===== src/tap_pkg.sv =====
// Constants and types for the test access port reset controller.
// Assumes one system clock; the test pins arrive asynchronously.
// Function
// - Low test reset forces reset, disables scan.
// - Reset state loads bypass into instruction register.
// - In reset, test logic idle, device normal.
// - Leave reset only after release plus sequence.
// - Five clocks with mode-select high force reset.
// - Mode-select sampled on test clock drives transitions.
package tap_pkg;
	localparam int TAP_IR_W = 4;
	localparam logic [TAP_IR_W-1:0] TAP_IR_BYPASS = 4'hf;
	localparam logic [TAP_IR_W-1:0] TAP_IR_CAPTURE = 4'h1;
	localparam int TAP_TMS_HIGH_CNT = 5;

	typedef enum logic [3:0] {
		TAP_RESET, TAP_IDLE,
		TAP_DR_SEL, TAP_DR_CAP, TAP_DR_SHIFT, TAP_DR_EXIT1,
		TAP_DR_PAUSE, TAP_DR_EXIT2, TAP_DR_UPD,
		TAP_IR_SEL, TAP_IR_CAP, TAP_IR_SHIFT, TAP_IR_EXIT1,
		TAP_IR_PAUSE, TAP_IR_EXIT2, TAP_IR_UPD
	} tap_state_t;

	typedef struct packed {
		logic [1:0] tck_sync;
		logic [1:0] tms_sync;
		logic [1:0] trst_sync;
		logic [1:0] tdi_sync;
		logic tck_prev;
		tap_state_t state;
		logic [TAP_IR_W-1:0] ir_shift;
		logic [TAP_IR_W-1:0] ir_latch;
		logic [2:0] tms_high_cnt;
		logic in_reset;
		logic scan_en;
	} tap_regs_t;
endpackage

===== src/tap_ctrl.sv =====
// Test access port controller with its reset behaviour.
// Samples the test clock, mode select and test reset with clk_i;
// the test clock must be well below half the system clock rate.
`timescale 1ns/1ps
module tap_ctrl
	import tap_pkg::*;
(
	input wire logic clk_i, // System clock, 40 MHz
	input wire logic rst_n_i, // Async reset, active low
	input wire logic tck_i, // Test clock pin
	input wire logic tms_i, // Mode select pin
	input wire logic tdi_i, // Test data in pin
	input wire logic trst_n_i, // Test reset pin, active low
	output logic [TAP_IR_W-1:0] ir_o, // Instruction register latches
	output logic [3:0] state_o, // Controller state
	output logic test_reset_o, // High in test-logic-reset
	output logic scan_en_o // Boundary scan enabled
);

	////////////////////////////////////////////////////////////////
	logic [1:0] rst_sync_r;
	logic rst_n;
	tap_regs_t s_r;
	tap_regs_t s_nxt;
	logic tck_rise;
	logic trst_low;
	tap_state_t ns;

	always_ff @(posedge clk_i or negedge rst_n_i)
	begin
		if (!rst_n_i)
			rst_sync_r <= 2'h0;
		else
			rst_sync_r <= {rst_sync_r[0], 1'b1};
	end
	assign rst_n = rst_sync_r[1];

	assign tck_rise = s_r.tck_sync[1] & ~s_r.tck_prev;
	// Pin reset acts combinationally once synchronised, no tck edge needed
	assign trst_low = ~s_r.trst_sync[1];

	// Counter is three bits wide; refuse counts it cannot hold
	generate
		if (TAP_TMS_HIGH_CNT < 2 || TAP_TMS_HIGH_CNT > 7)
		begin : g_bad_cnt
			$error("tms high count does not fit the counter");
		end
	endgenerate

	////////////////////////////////////////////////////////////////
	always_comb
	begin
		ns = s_r.state;
		case (s_r.state)
			TAP_RESET: ns = s_r.tms_sync[1] ? TAP_RESET : TAP_IDLE;
			TAP_IDLE: ns = s_r.tms_sync[1] ? TAP_DR_SEL : TAP_IDLE;
			TAP_DR_SEL: ns = s_r.tms_sync[1] ? TAP_IR_SEL : TAP_DR_CAP;
			TAP_DR_CAP: ns = s_r.tms_sync[1] ? TAP_DR_EXIT1 : TAP_DR_SHIFT;
			TAP_DR_SHIFT: ns = s_r.tms_sync[1] ? TAP_DR_EXIT1 : TAP_DR_SHIFT;
			TAP_DR_EXIT1: ns = s_r.tms_sync[1] ? TAP_DR_UPD : TAP_DR_PAUSE;
			TAP_DR_PAUSE: ns = s_r.tms_sync[1] ? TAP_DR_EXIT2 : TAP_DR_PAUSE;
			TAP_DR_EXIT2: ns = s_r.tms_sync[1] ? TAP_DR_UPD : TAP_DR_SHIFT;
			TAP_DR_UPD: ns = s_r.tms_sync[1] ? TAP_DR_SEL : TAP_IDLE;
			TAP_IR_SEL: ns = s_r.tms_sync[1] ? TAP_RESET : TAP_IR_CAP;
			TAP_IR_CAP: ns = s_r.tms_sync[1] ? TAP_IR_EXIT1 : TAP_IR_SHIFT;
			TAP_IR_SHIFT: ns = s_r.tms_sync[1] ? TAP_IR_EXIT1 : TAP_IR_SHIFT;
			TAP_IR_EXIT1: ns = s_r.tms_sync[1] ? TAP_IR_UPD : TAP_IR_PAUSE;
			TAP_IR_PAUSE: ns = s_r.tms_sync[1] ? TAP_IR_EXIT2 : TAP_IR_PAUSE;
			TAP_IR_EXIT2: ns = s_r.tms_sync[1] ? TAP_IR_UPD : TAP_IR_SHIFT;
			TAP_IR_UPD: ns = s_r.tms_sync[1] ? TAP_DR_SEL : TAP_IDLE;
			default: ns = TAP_RESET;
		endcase
	end

	always_comb
	begin
		s_nxt = s_r;
		s_nxt.tck_sync = {s_r.tck_sync[0], tck_i};
		s_nxt.tms_sync = {s_r.tms_sync[0], tms_i};
		s_nxt.trst_sync = {s_r.trst_sync[0], trst_n_i};
		// Data pin delayed like tck so the pair stays aligned
		s_nxt.tdi_sync = {s_r.tdi_sync[0], tdi_i};
		s_nxt.tck_prev = s_r.tck_sync[1];
		if (trst_low)
		begin
			s_nxt.state = TAP_RESET;
			s_nxt.tms_high_cnt = 3'h0;
		end
		else if (tck_rise)
		begin
			// Counter is a backstop; the state walk alone also reaches reset
			if (s_r.tms_sync[1])
			begin
				if (s_r.tms_high_cnt == 3'(TAP_TMS_HIGH_CNT - 1))
				begin
					s_nxt.state = TAP_RESET;
					s_nxt.tms_high_cnt = 3'h0;
				end
				else
				begin
					s_nxt.state = ns;
					s_nxt.tms_high_cnt = s_r.tms_high_cnt + 3'h1;
				end
			end
			else
			begin
				s_nxt.state = ns;
				s_nxt.tms_high_cnt = 3'h0;
			end
			if (s_r.state == TAP_IR_CAP)
				s_nxt.ir_shift = TAP_IR_CAPTURE;
			else if (s_r.state == TAP_IR_SHIFT)
				s_nxt.ir_shift = {s_r.tdi_sync[1], s_r.ir_shift[TAP_IR_W-1:1]};
			if (s_r.state == TAP_IR_UPD)
				s_nxt.ir_latch = s_r.ir_shift;
		end
		if (s_nxt.state == TAP_RESET)
		begin
			s_nxt.ir_shift = TAP_IR_BYPASS;
			s_nxt.ir_latch = TAP_IR_BYPASS;
		end
		s_nxt.in_reset = (s_nxt.state == TAP_RESET);
		s_nxt.scan_en = (s_nxt.state != TAP_RESET) && !trst_low;
	end

	always_ff @(posedge clk_i or negedge rst_n)
	begin
		if (!rst_n)
		begin
			s_r <= '0;
			s_r.trst_sync <= 2'h0;
			s_r.tms_sync <= 2'h3;
			s_r.state <= TAP_RESET;
			s_r.ir_shift <= TAP_IR_BYPASS;
			s_r.ir_latch <= TAP_IR_BYPASS;
			s_r.in_reset <= 1'b1;
		end
		else
			s_r <= s_nxt;
	end

	assign ir_o = s_r.ir_latch;
	assign state_o = s_r.state;
	assign test_reset_o = s_r.in_reset;
	assign scan_en_o = s_r.scan_en;

	////////////////////////////////////////////////////////////////
	AST_TRST_RESET: assert property (@(posedge clk_i) disable iff (!rst_n)
		!s_r.trst_sync[1] |=> s_r.state == TAP_RESET && !scan_en_o)
		else $error("test reset did not force reset state");

	AST_IR_BYPASS: assert property (@(posedge clk_i) disable iff (!rst_n)
		s_r.state == TAP_RESET |-> ir_o == TAP_IR_BYPASS)
		else $error("instruction not bypass in reset");

	AST_SCAN_OFF: assert property (@(posedge clk_i) disable iff (!rst_n)
		test_reset_o |-> !scan_en_o)
		else $error("scan enabled in reset");

	AST_STAY_RESET: assert property (@(posedge clk_i) disable iff (!rst_n)
		s_r.state == TAP_RESET && !(tck_rise && !s_r.tms_sync[1])
		|=> s_r.state == TAP_RESET)
		else $error("left reset without tms low edge");

	AST_FIVE_HIGH: assert property (@(posedge clk_i) disable iff (!rst_n)
		s_r.tms_high_cnt == 3'h4 && tck_rise && s_r.tms_sync[1]
		|=> s_r.state == TAP_RESET)
		else $error("five tms high did not reset");

	AST_NO_EDGE_HOLD: assert property (@(posedge clk_i) disable iff (!rst_n)
		!tck_rise && s_r.trst_sync[1] |=> $stable(s_r.state))
		else $error("state moved without test clock edge");

	AST_EXIT_IDLE: assert property (@(posedge clk_i) disable iff (!rst_n)
		s_r.state == TAP_RESET && tck_rise && !s_r.tms_sync[1] && s_r.trst_sync[1]
		|=> s_r.state == TAP_IDLE ##0 scan_en_o)
		else $error("reset did not go to idle");

	AST_IRSEL_RESET: assert property (@(posedge clk_i) disable iff (!rst_n)
		s_r.state == TAP_IR_SEL && tck_rise && s_r.tms_sync[1]
		|=> test_reset_o)
		else $error("ir select with tms high did not reset");

	////////////////////////////////////////////////////////////////
	// Instruction path, reset flag and counter checks
	AST_TRST_IR: assert property (@(posedge clk_i) disable iff (!rst_n)
		!s_r.trst_sync[1]
		|=> ir_o == TAP_IR_BYPASS && test_reset_o)
		else $error("test reset did not load bypass");

	AST_OUT_MATCH: assert property (@(posedge clk_i) disable iff (!rst_n)
		test_reset_o == (s_r.state == TAP_RESET))
		else $error("reset flag disagrees with state");

	AST_IR_STABLE: assert property (@(posedge clk_i) disable iff (!rst_n)
		s_r.trst_sync[1] && !tck_rise
		|=> $stable(ir_o))
		else $error("instruction moved without test clock edge");

	AST_UPD_LOAD: assert property (@(posedge clk_i) disable iff (!rst_n)
		s_r.trst_sync[1] && tck_rise && s_r.state == TAP_IR_UPD && !s_r.tms_sync[1]
		|=> ir_o == $past(s_r.ir_shift))
		else $error("update did not latch instruction");

	AST_CAPTURE: assert property (@(posedge clk_i) disable iff (!rst_n)
		s_r.trst_sync[1] && tck_rise && s_r.state == TAP_IR_CAP
		|=> s_r.ir_shift == TAP_IR_CAPTURE)
		else $error("capture value not loaded");

	AST_SHIFT_IN: assert property (@(posedge clk_i) disable iff (!rst_n)
		s_r.trst_sync[1] && tck_rise && s_r.state == TAP_IR_SHIFT
		|=> s_r.ir_shift[TAP_IR_W-1] == $past(s_r.tdi_sync[1]))
		else $error("shift did not take data bit");

	AST_CNT_CLEAR: assert property (@(posedge clk_i) disable iff (!rst_n)
		s_r.trst_sync[1] && tck_rise && !s_r.tms_sync[1]
		|=> s_r.tms_high_cnt == 3'h0)
		else $error("tms low did not clear counter");

	AST_CNT_RANGE: assert property (@(posedge clk_i) disable iff (!rst_n)
		s_r.tms_high_cnt < 3'(TAP_TMS_HIGH_CNT))
		else $error("tms high counter out of range");
endmodule


===== config.mk =====
export PLATFORM = sky130hd
export DESIGN_NAME = tap_ctrl
export DESIGN_NICKNAME = d
export VERILOG_FILES = /design/src/tap_pkg.sv /design/src/tap_ctrl.sv
export SDC_FILE = /design/constraint.sdc
export NUM_CORES = 1
export LEC_CHECK = 0
export ABC_AREA = 1
export BUFFER_PORTS_ARGS = -buffer_cell sky130_fd_sc_hd__buf_2
export CORE_MARGIN = 4
export CORE_UTILIZATION = 35
export CTS_CLUSTER_SIZE = 10
export DETAILED_ROUTE_END_ITERATION = 16
export PLACE_DENSITY = 0.59
export SKIP_LAST_GASP = 1
export SYNTH_ARGS = -nofsm -noshare
export SYNTH_HDL_FRONTEND = slang
export SYNTH_SLANG_ARGS = --single-unit

===== constraint.sdc =====
create_clock -name clk_i -period 1.5 [get_ports clk_i]
set_clock_uncertainty 0.15 [all_clocks]
set_input_delay 0.075 -clock clk_i [delete_from_list [all_inputs] [get_ports clk_i]]
set_output_delay 0.075 -clock clk_i [all_outputs]
set_load 0.01 [all_outputs]

Yosys cells after proc, flatten, opt, wreduce, memory -nomap -nowiden
Index checks and enable logic that the tools add are counted.
{ "op_classes": {"reduce_logical": 13, "add_sub_neg": 1, "n_bitwise": 2, "eq_ne": 17, "mux": 25} }
{ "ops": {"columns": ["operator", "n"], "rows": [
  ["case mux 4 bit (12 select lines)", 1],
  ["two-way mux 4 bit", 10],
  ["== test 4 bit, second input constant", 8],
  ["== test 4 x 3 -> 1 bit, second input constant", 4],
  ["two-way mux 8 bit", 2],
  ["two-way mux 15 bit", 1],
  ["two-way mux 3 bit", 5],
  ["== test 4 x 2 -> 1 bit, second input constant", 2],
  ["zero test 4 bit", 2],
  ["two-way mux 2 bit", 3],
  ["AND reduction 3 bit", 2],
  ["nonzero test 2 bit", 3],
  ["== test 4 x 1 -> 1 bit, second input constant", 1],
  ["nonzero test 4 bit", 1],
  ["OR reduction 2 bit", 2],
  ["adder 3 x 1 -> 3 bit, second input constant", 1],
  ["== test 3 bit, second input constant", 1],
  ["two-way mux 1 bit", 3],
  ["nonzero test 3 bit", 1],
  ["OR reduction 3 bit", 1],
  ["inequality test 2 x 1 -> 1 bit, second input constant", 1],
  ["bitwise AND 1 bit", 1],
  ["logical AND 1 bit", 1],
  ["NOT 1 bit", 1]
]} }
{ "word_totals": {"input_bits": 6, "register_bits": 28, "output_inout_bits": 10} }

Depth between registers and ports, before layout
{ "depth": {"depth_word": 10, "depth_mapped": 12} }

Least setup slack after synthesis
Ideal clock, no wire load.
{ "synth_path": {"path_type": "register -> register", "startpoint": "register s_r[23] (netlist bit)", "endpoint": "register s_r, in the netlist scan_en_o", "stages_incl_launch_ff": 9, "arrival_time_ps": 1326, "slack_ps": -129, "synth_period_minus_slack_ps": 1629, "setup_ps": 153, "path_cell_list": "dfstp_2 > buf_6 > inv_1 > o21ai_0 > nor2_2 > nand2_1 > nand2_2 > nor2_2 > nand3_4"} }
{ "synth_lines": {"columns": ["item", "line_no", "source"], "rows": [
  ["start: declaration", "tap_ctrl.sv:23", "tap_regs_t s_r;"],
  ["start signal: assignment", "tap_ctrl.sv:139", "s_r <= s_nxt;"]
]} }

==> run metrics <==
critical path cell sequence=inv_4, o21ai_4, nor2_4, nand2_2, nand2_2, nor2_4, nand3_4, nand2_2; Crit-path slowest cell=dfstp_2; core area=3770 µm²; RSZ-0062 raised after global routing=true; clock-pin transition on the worst setup and hold timing paths=~0.090 ns; synthesized area=approximately 1400 µm²; clock share of power=around a third; Critical Path Fanout Max=7; Crit Path Class=reg2reg; maximum clock rate=a little under 0.6 GHz; hold_ws=approximately 0.039 ns; WL/cell=11.6 µm; H-tree depth=1; Switching Power=around 0.33 mW; startpoint class of the critical path=flip-flop; FF+latch count, synth=28; total gr overflow=0; GP Congestion=slightly above 0.9; syn_area_per_cell=between 8 and 9 µm²; total number of vias=between 1000 and 1500; antenna-violating nets left=0; I/O Pins=16; First-pass DRT Iterations=4; Power Dens Cells=about 710 nW/µm²; FF-to-FF setup slack=-0.20 ns; Yosys warning count=0; max-cap violations=0; CP most frequent cell=nand2_2; initial antenna violation count=0; clock insertion delay at the later pin of the skew report=0.27 ns; fillers=between 300 and 400; CTS tree=built; Post-synth top flop=dfrtp_1; status=complete, but fails checks; Die Y=approximately 72 µm; Area Growth Syn to Fin=40.9%; Synth async-reset ratio=between 90% and 100%; Nets=229; Hold Path Class=reg2async; worst r2r src=s_r[23]; Worst R2R End=ir_o[3]; Post-Syn Nets=179; Mapped Cells=171; DR DRC count=0; R2R depth=8; vias in the first global route=roughly 1200; number of CTS-inserted buffers=3; Starting Density=37.5%; Detailed Route Iter0 Violations=approximately 60; IO buf count=15; root buf cell=clkbuf_8; Total GRT Usage=12.4%; final wirelength=approximately 3100 µm; Critical Path End Type=flip-flop; register area share after synthesis=between 50 and 60%; vias per cell=4.66; CTS Sinks=28; largest net degree at the start of global routing=17; cell-internal power=between 1 and 1.5 mW; Die ar.=roughly 5100 µm²; first-pass GRT wire length=~5000 µm; ant diodes=0; cell row count=22; PnR worst setup slack=-0.201 ns; EDFF count, synth=0; layout cell share with drive strength beyond 1=about half; period utilisation layout=113%; Die W=approximately 70 µm; final core occ=52.9%; failing checks=negative setup slack; hpwl dp=about 2300 µm; final setup vio count=13; Arr. time, crit path=between 1.5 and 2 ns; Clock Path Buffers=2; sw frac=between 20% and 30%; VDD IR max=just over 0.6 mV; distinct cell type count after synthesis=26; Comb pwr share=around an eighth; sequential power share=56.5%; crit-path max cell delay=about 0.63 ns; Final min period=between 1.5 and 2 ns; required time worst endpoint=around 1.6 ns; Final Max Tran Viols=0; leak pwr=between 1 and 1.5 nW; Fin. Hold Viols=0
[what timing repair did]
item / in CTS / in global routing
hold buffers: 6 / 0
gates cloned: 0 / 1
pin swaps: 2 / 17
endpoints found under the setup margin: 12 / 13
gates resized for setup: 9 / 30
buffers inserted: 1 / 7
hold endpoints to repair: 6 / 0
[worst max-delay path by stage]
stage / from / to / slack (ns)
after floorplan: state_o[3] / scan_en_o / 0.004
after global placement: state_o[0] / s_r[12] / -0.18
after detailed placement: state_o[0] / s_r[12] / -0.19
after CTS: state_o[3] / s_r[12] / -0.16
after global routing: state_o[1] / ir_o[3] / -0.31
final: s_r[23] / ir_o[3] / -0.20
[cells by family (layout without fill, tap and decap cells)]
group	after synthesis	after routing	synth area share [%]
and+or+nand+nor	89	90	27.7
buffers and inverters	33	81	11.7
DFF	28	28	50.5
AOI/OAI and AO/OA	15	15	6.01
muxes	3	3	2.12
adders and majority gates	2	2	1.77
other	1	1	0.265
[through the flow]
stage               power (mW)  instances  setup WS (ns)  setup TNS [ns]  area [µm²]
global placement         0.940        249         -0.181           -1.90        1700
CTS                       1.40        260         -0.155           -1.57        1840
detailed placement       0.942        249         -0.187           -1.98        1700
finish                    1.43        268         -0.201           -2.22        1990
floorplan                0.891        171        0.00431               0        1450
global route              1.50        268         -0.314           -3.55        1990
[critical path, delay by kind of cell (launching register included)]
family | cells | cell delay (ns)
and+or+nand+nor | 6 | 0.62
buffers and inverters | 1 | 0.07
AOI/OAI and AO/OA | 1 | 0.18
DFF | 1 | 0.63
[synth_stat cells (2+ instances only)]
cell | number | area [µm²]
inv_1 | 21 | 78.8
dfstp_2 | 11 | 289
dfrtp_1 | 17 | 425
ha_1 | 2 | 25.0
nand3_1 | 8 | 40.0
o21ai_0 | 7 | 35.0
o22ai_1 | 3 | 18.8
buf_4 | 9 | 67.6
nor2_2 | 4 | 25.0
nand2_2 | 3 | 18.8
nor2_1 | 14 | 52.6
mux2i_1 | 3 | 30.0
a21oi_1 | 2 | 10.0
nand2_1 | 55 | 206
[sequential cells by signal, summed over array words and instances, names as in the netlist]
name / cells
ir_o: 4
rst_sync_r: 2
s_nxt: 5
s_r: 11
scan_en_o: 1
state_o: 4
test_reset_o: 1
[routing by layer]
layer	up-vias	GRT usage, %	wire [µm]
li1	626	-	-
met1	573	15.0	1340
met2	38	20.1	1530
met3	12	3.09	130
met4	0	6.89	108
met5	-	0	0
[layout by cell type (no fill, tap or decap)]
cell	count
mux2i_1	3
buf_2	15
nor2_4	3
conb_1	1
o21ai_4	1
dfstp_2	11
a21oi_1	2
buf_6	1
nor2_2	4
inv_1	11
nand3_1	7
inv_2	10
nand2_1	38
buf_12	1
nand3_2	2
nor3_2	1
inv_4	2
o21ai_0	6
nand2_2	17
buf_4	31
ha_1	1
o21ai_1	1
nor2_1	11
ha_4	1
nand2_4	3
clkbuf_8	4
a21oi_4	1
nand3_4	2
nor3_1	1
o211ai_1	1
dfrtp_2	4
dfrtp_1	13
dlygate4sd3_1	6
o22ai_1	3
nand4_1	1
[power groups by stage]
stage | combinational (mW) | sequential, mW | clock (mW)
finish | 0.170 | 0.806 | 0.450
global route | 0.187 | 0.810 | 0.506
CTS | 0.138 | 0.804 | 0.462
detailed placement | 0.125 | 0.817 | 0
global placement | 0.123 | 0.817 | 0
floorplan | 0.0747 | 0.816 | 0
[area by class of cell]
| class | count | area, µm² | share of cell area (%) |
|---|---|---|---|
| clock buffer | 4 | 55.1 | 2.76 |
| inverter | 23 | 91.3 | 4.58 |
| sequential | 28 | 719 | 36.1 |
| timing repair buffer | 54 | 399 | 20.0 |
| tap | 48 | 60.1 | 3.01 |
| multi-input combinational | 111 | 669 | 33.6 |
No activity file was read; power rests on OpenSTA's default activity.
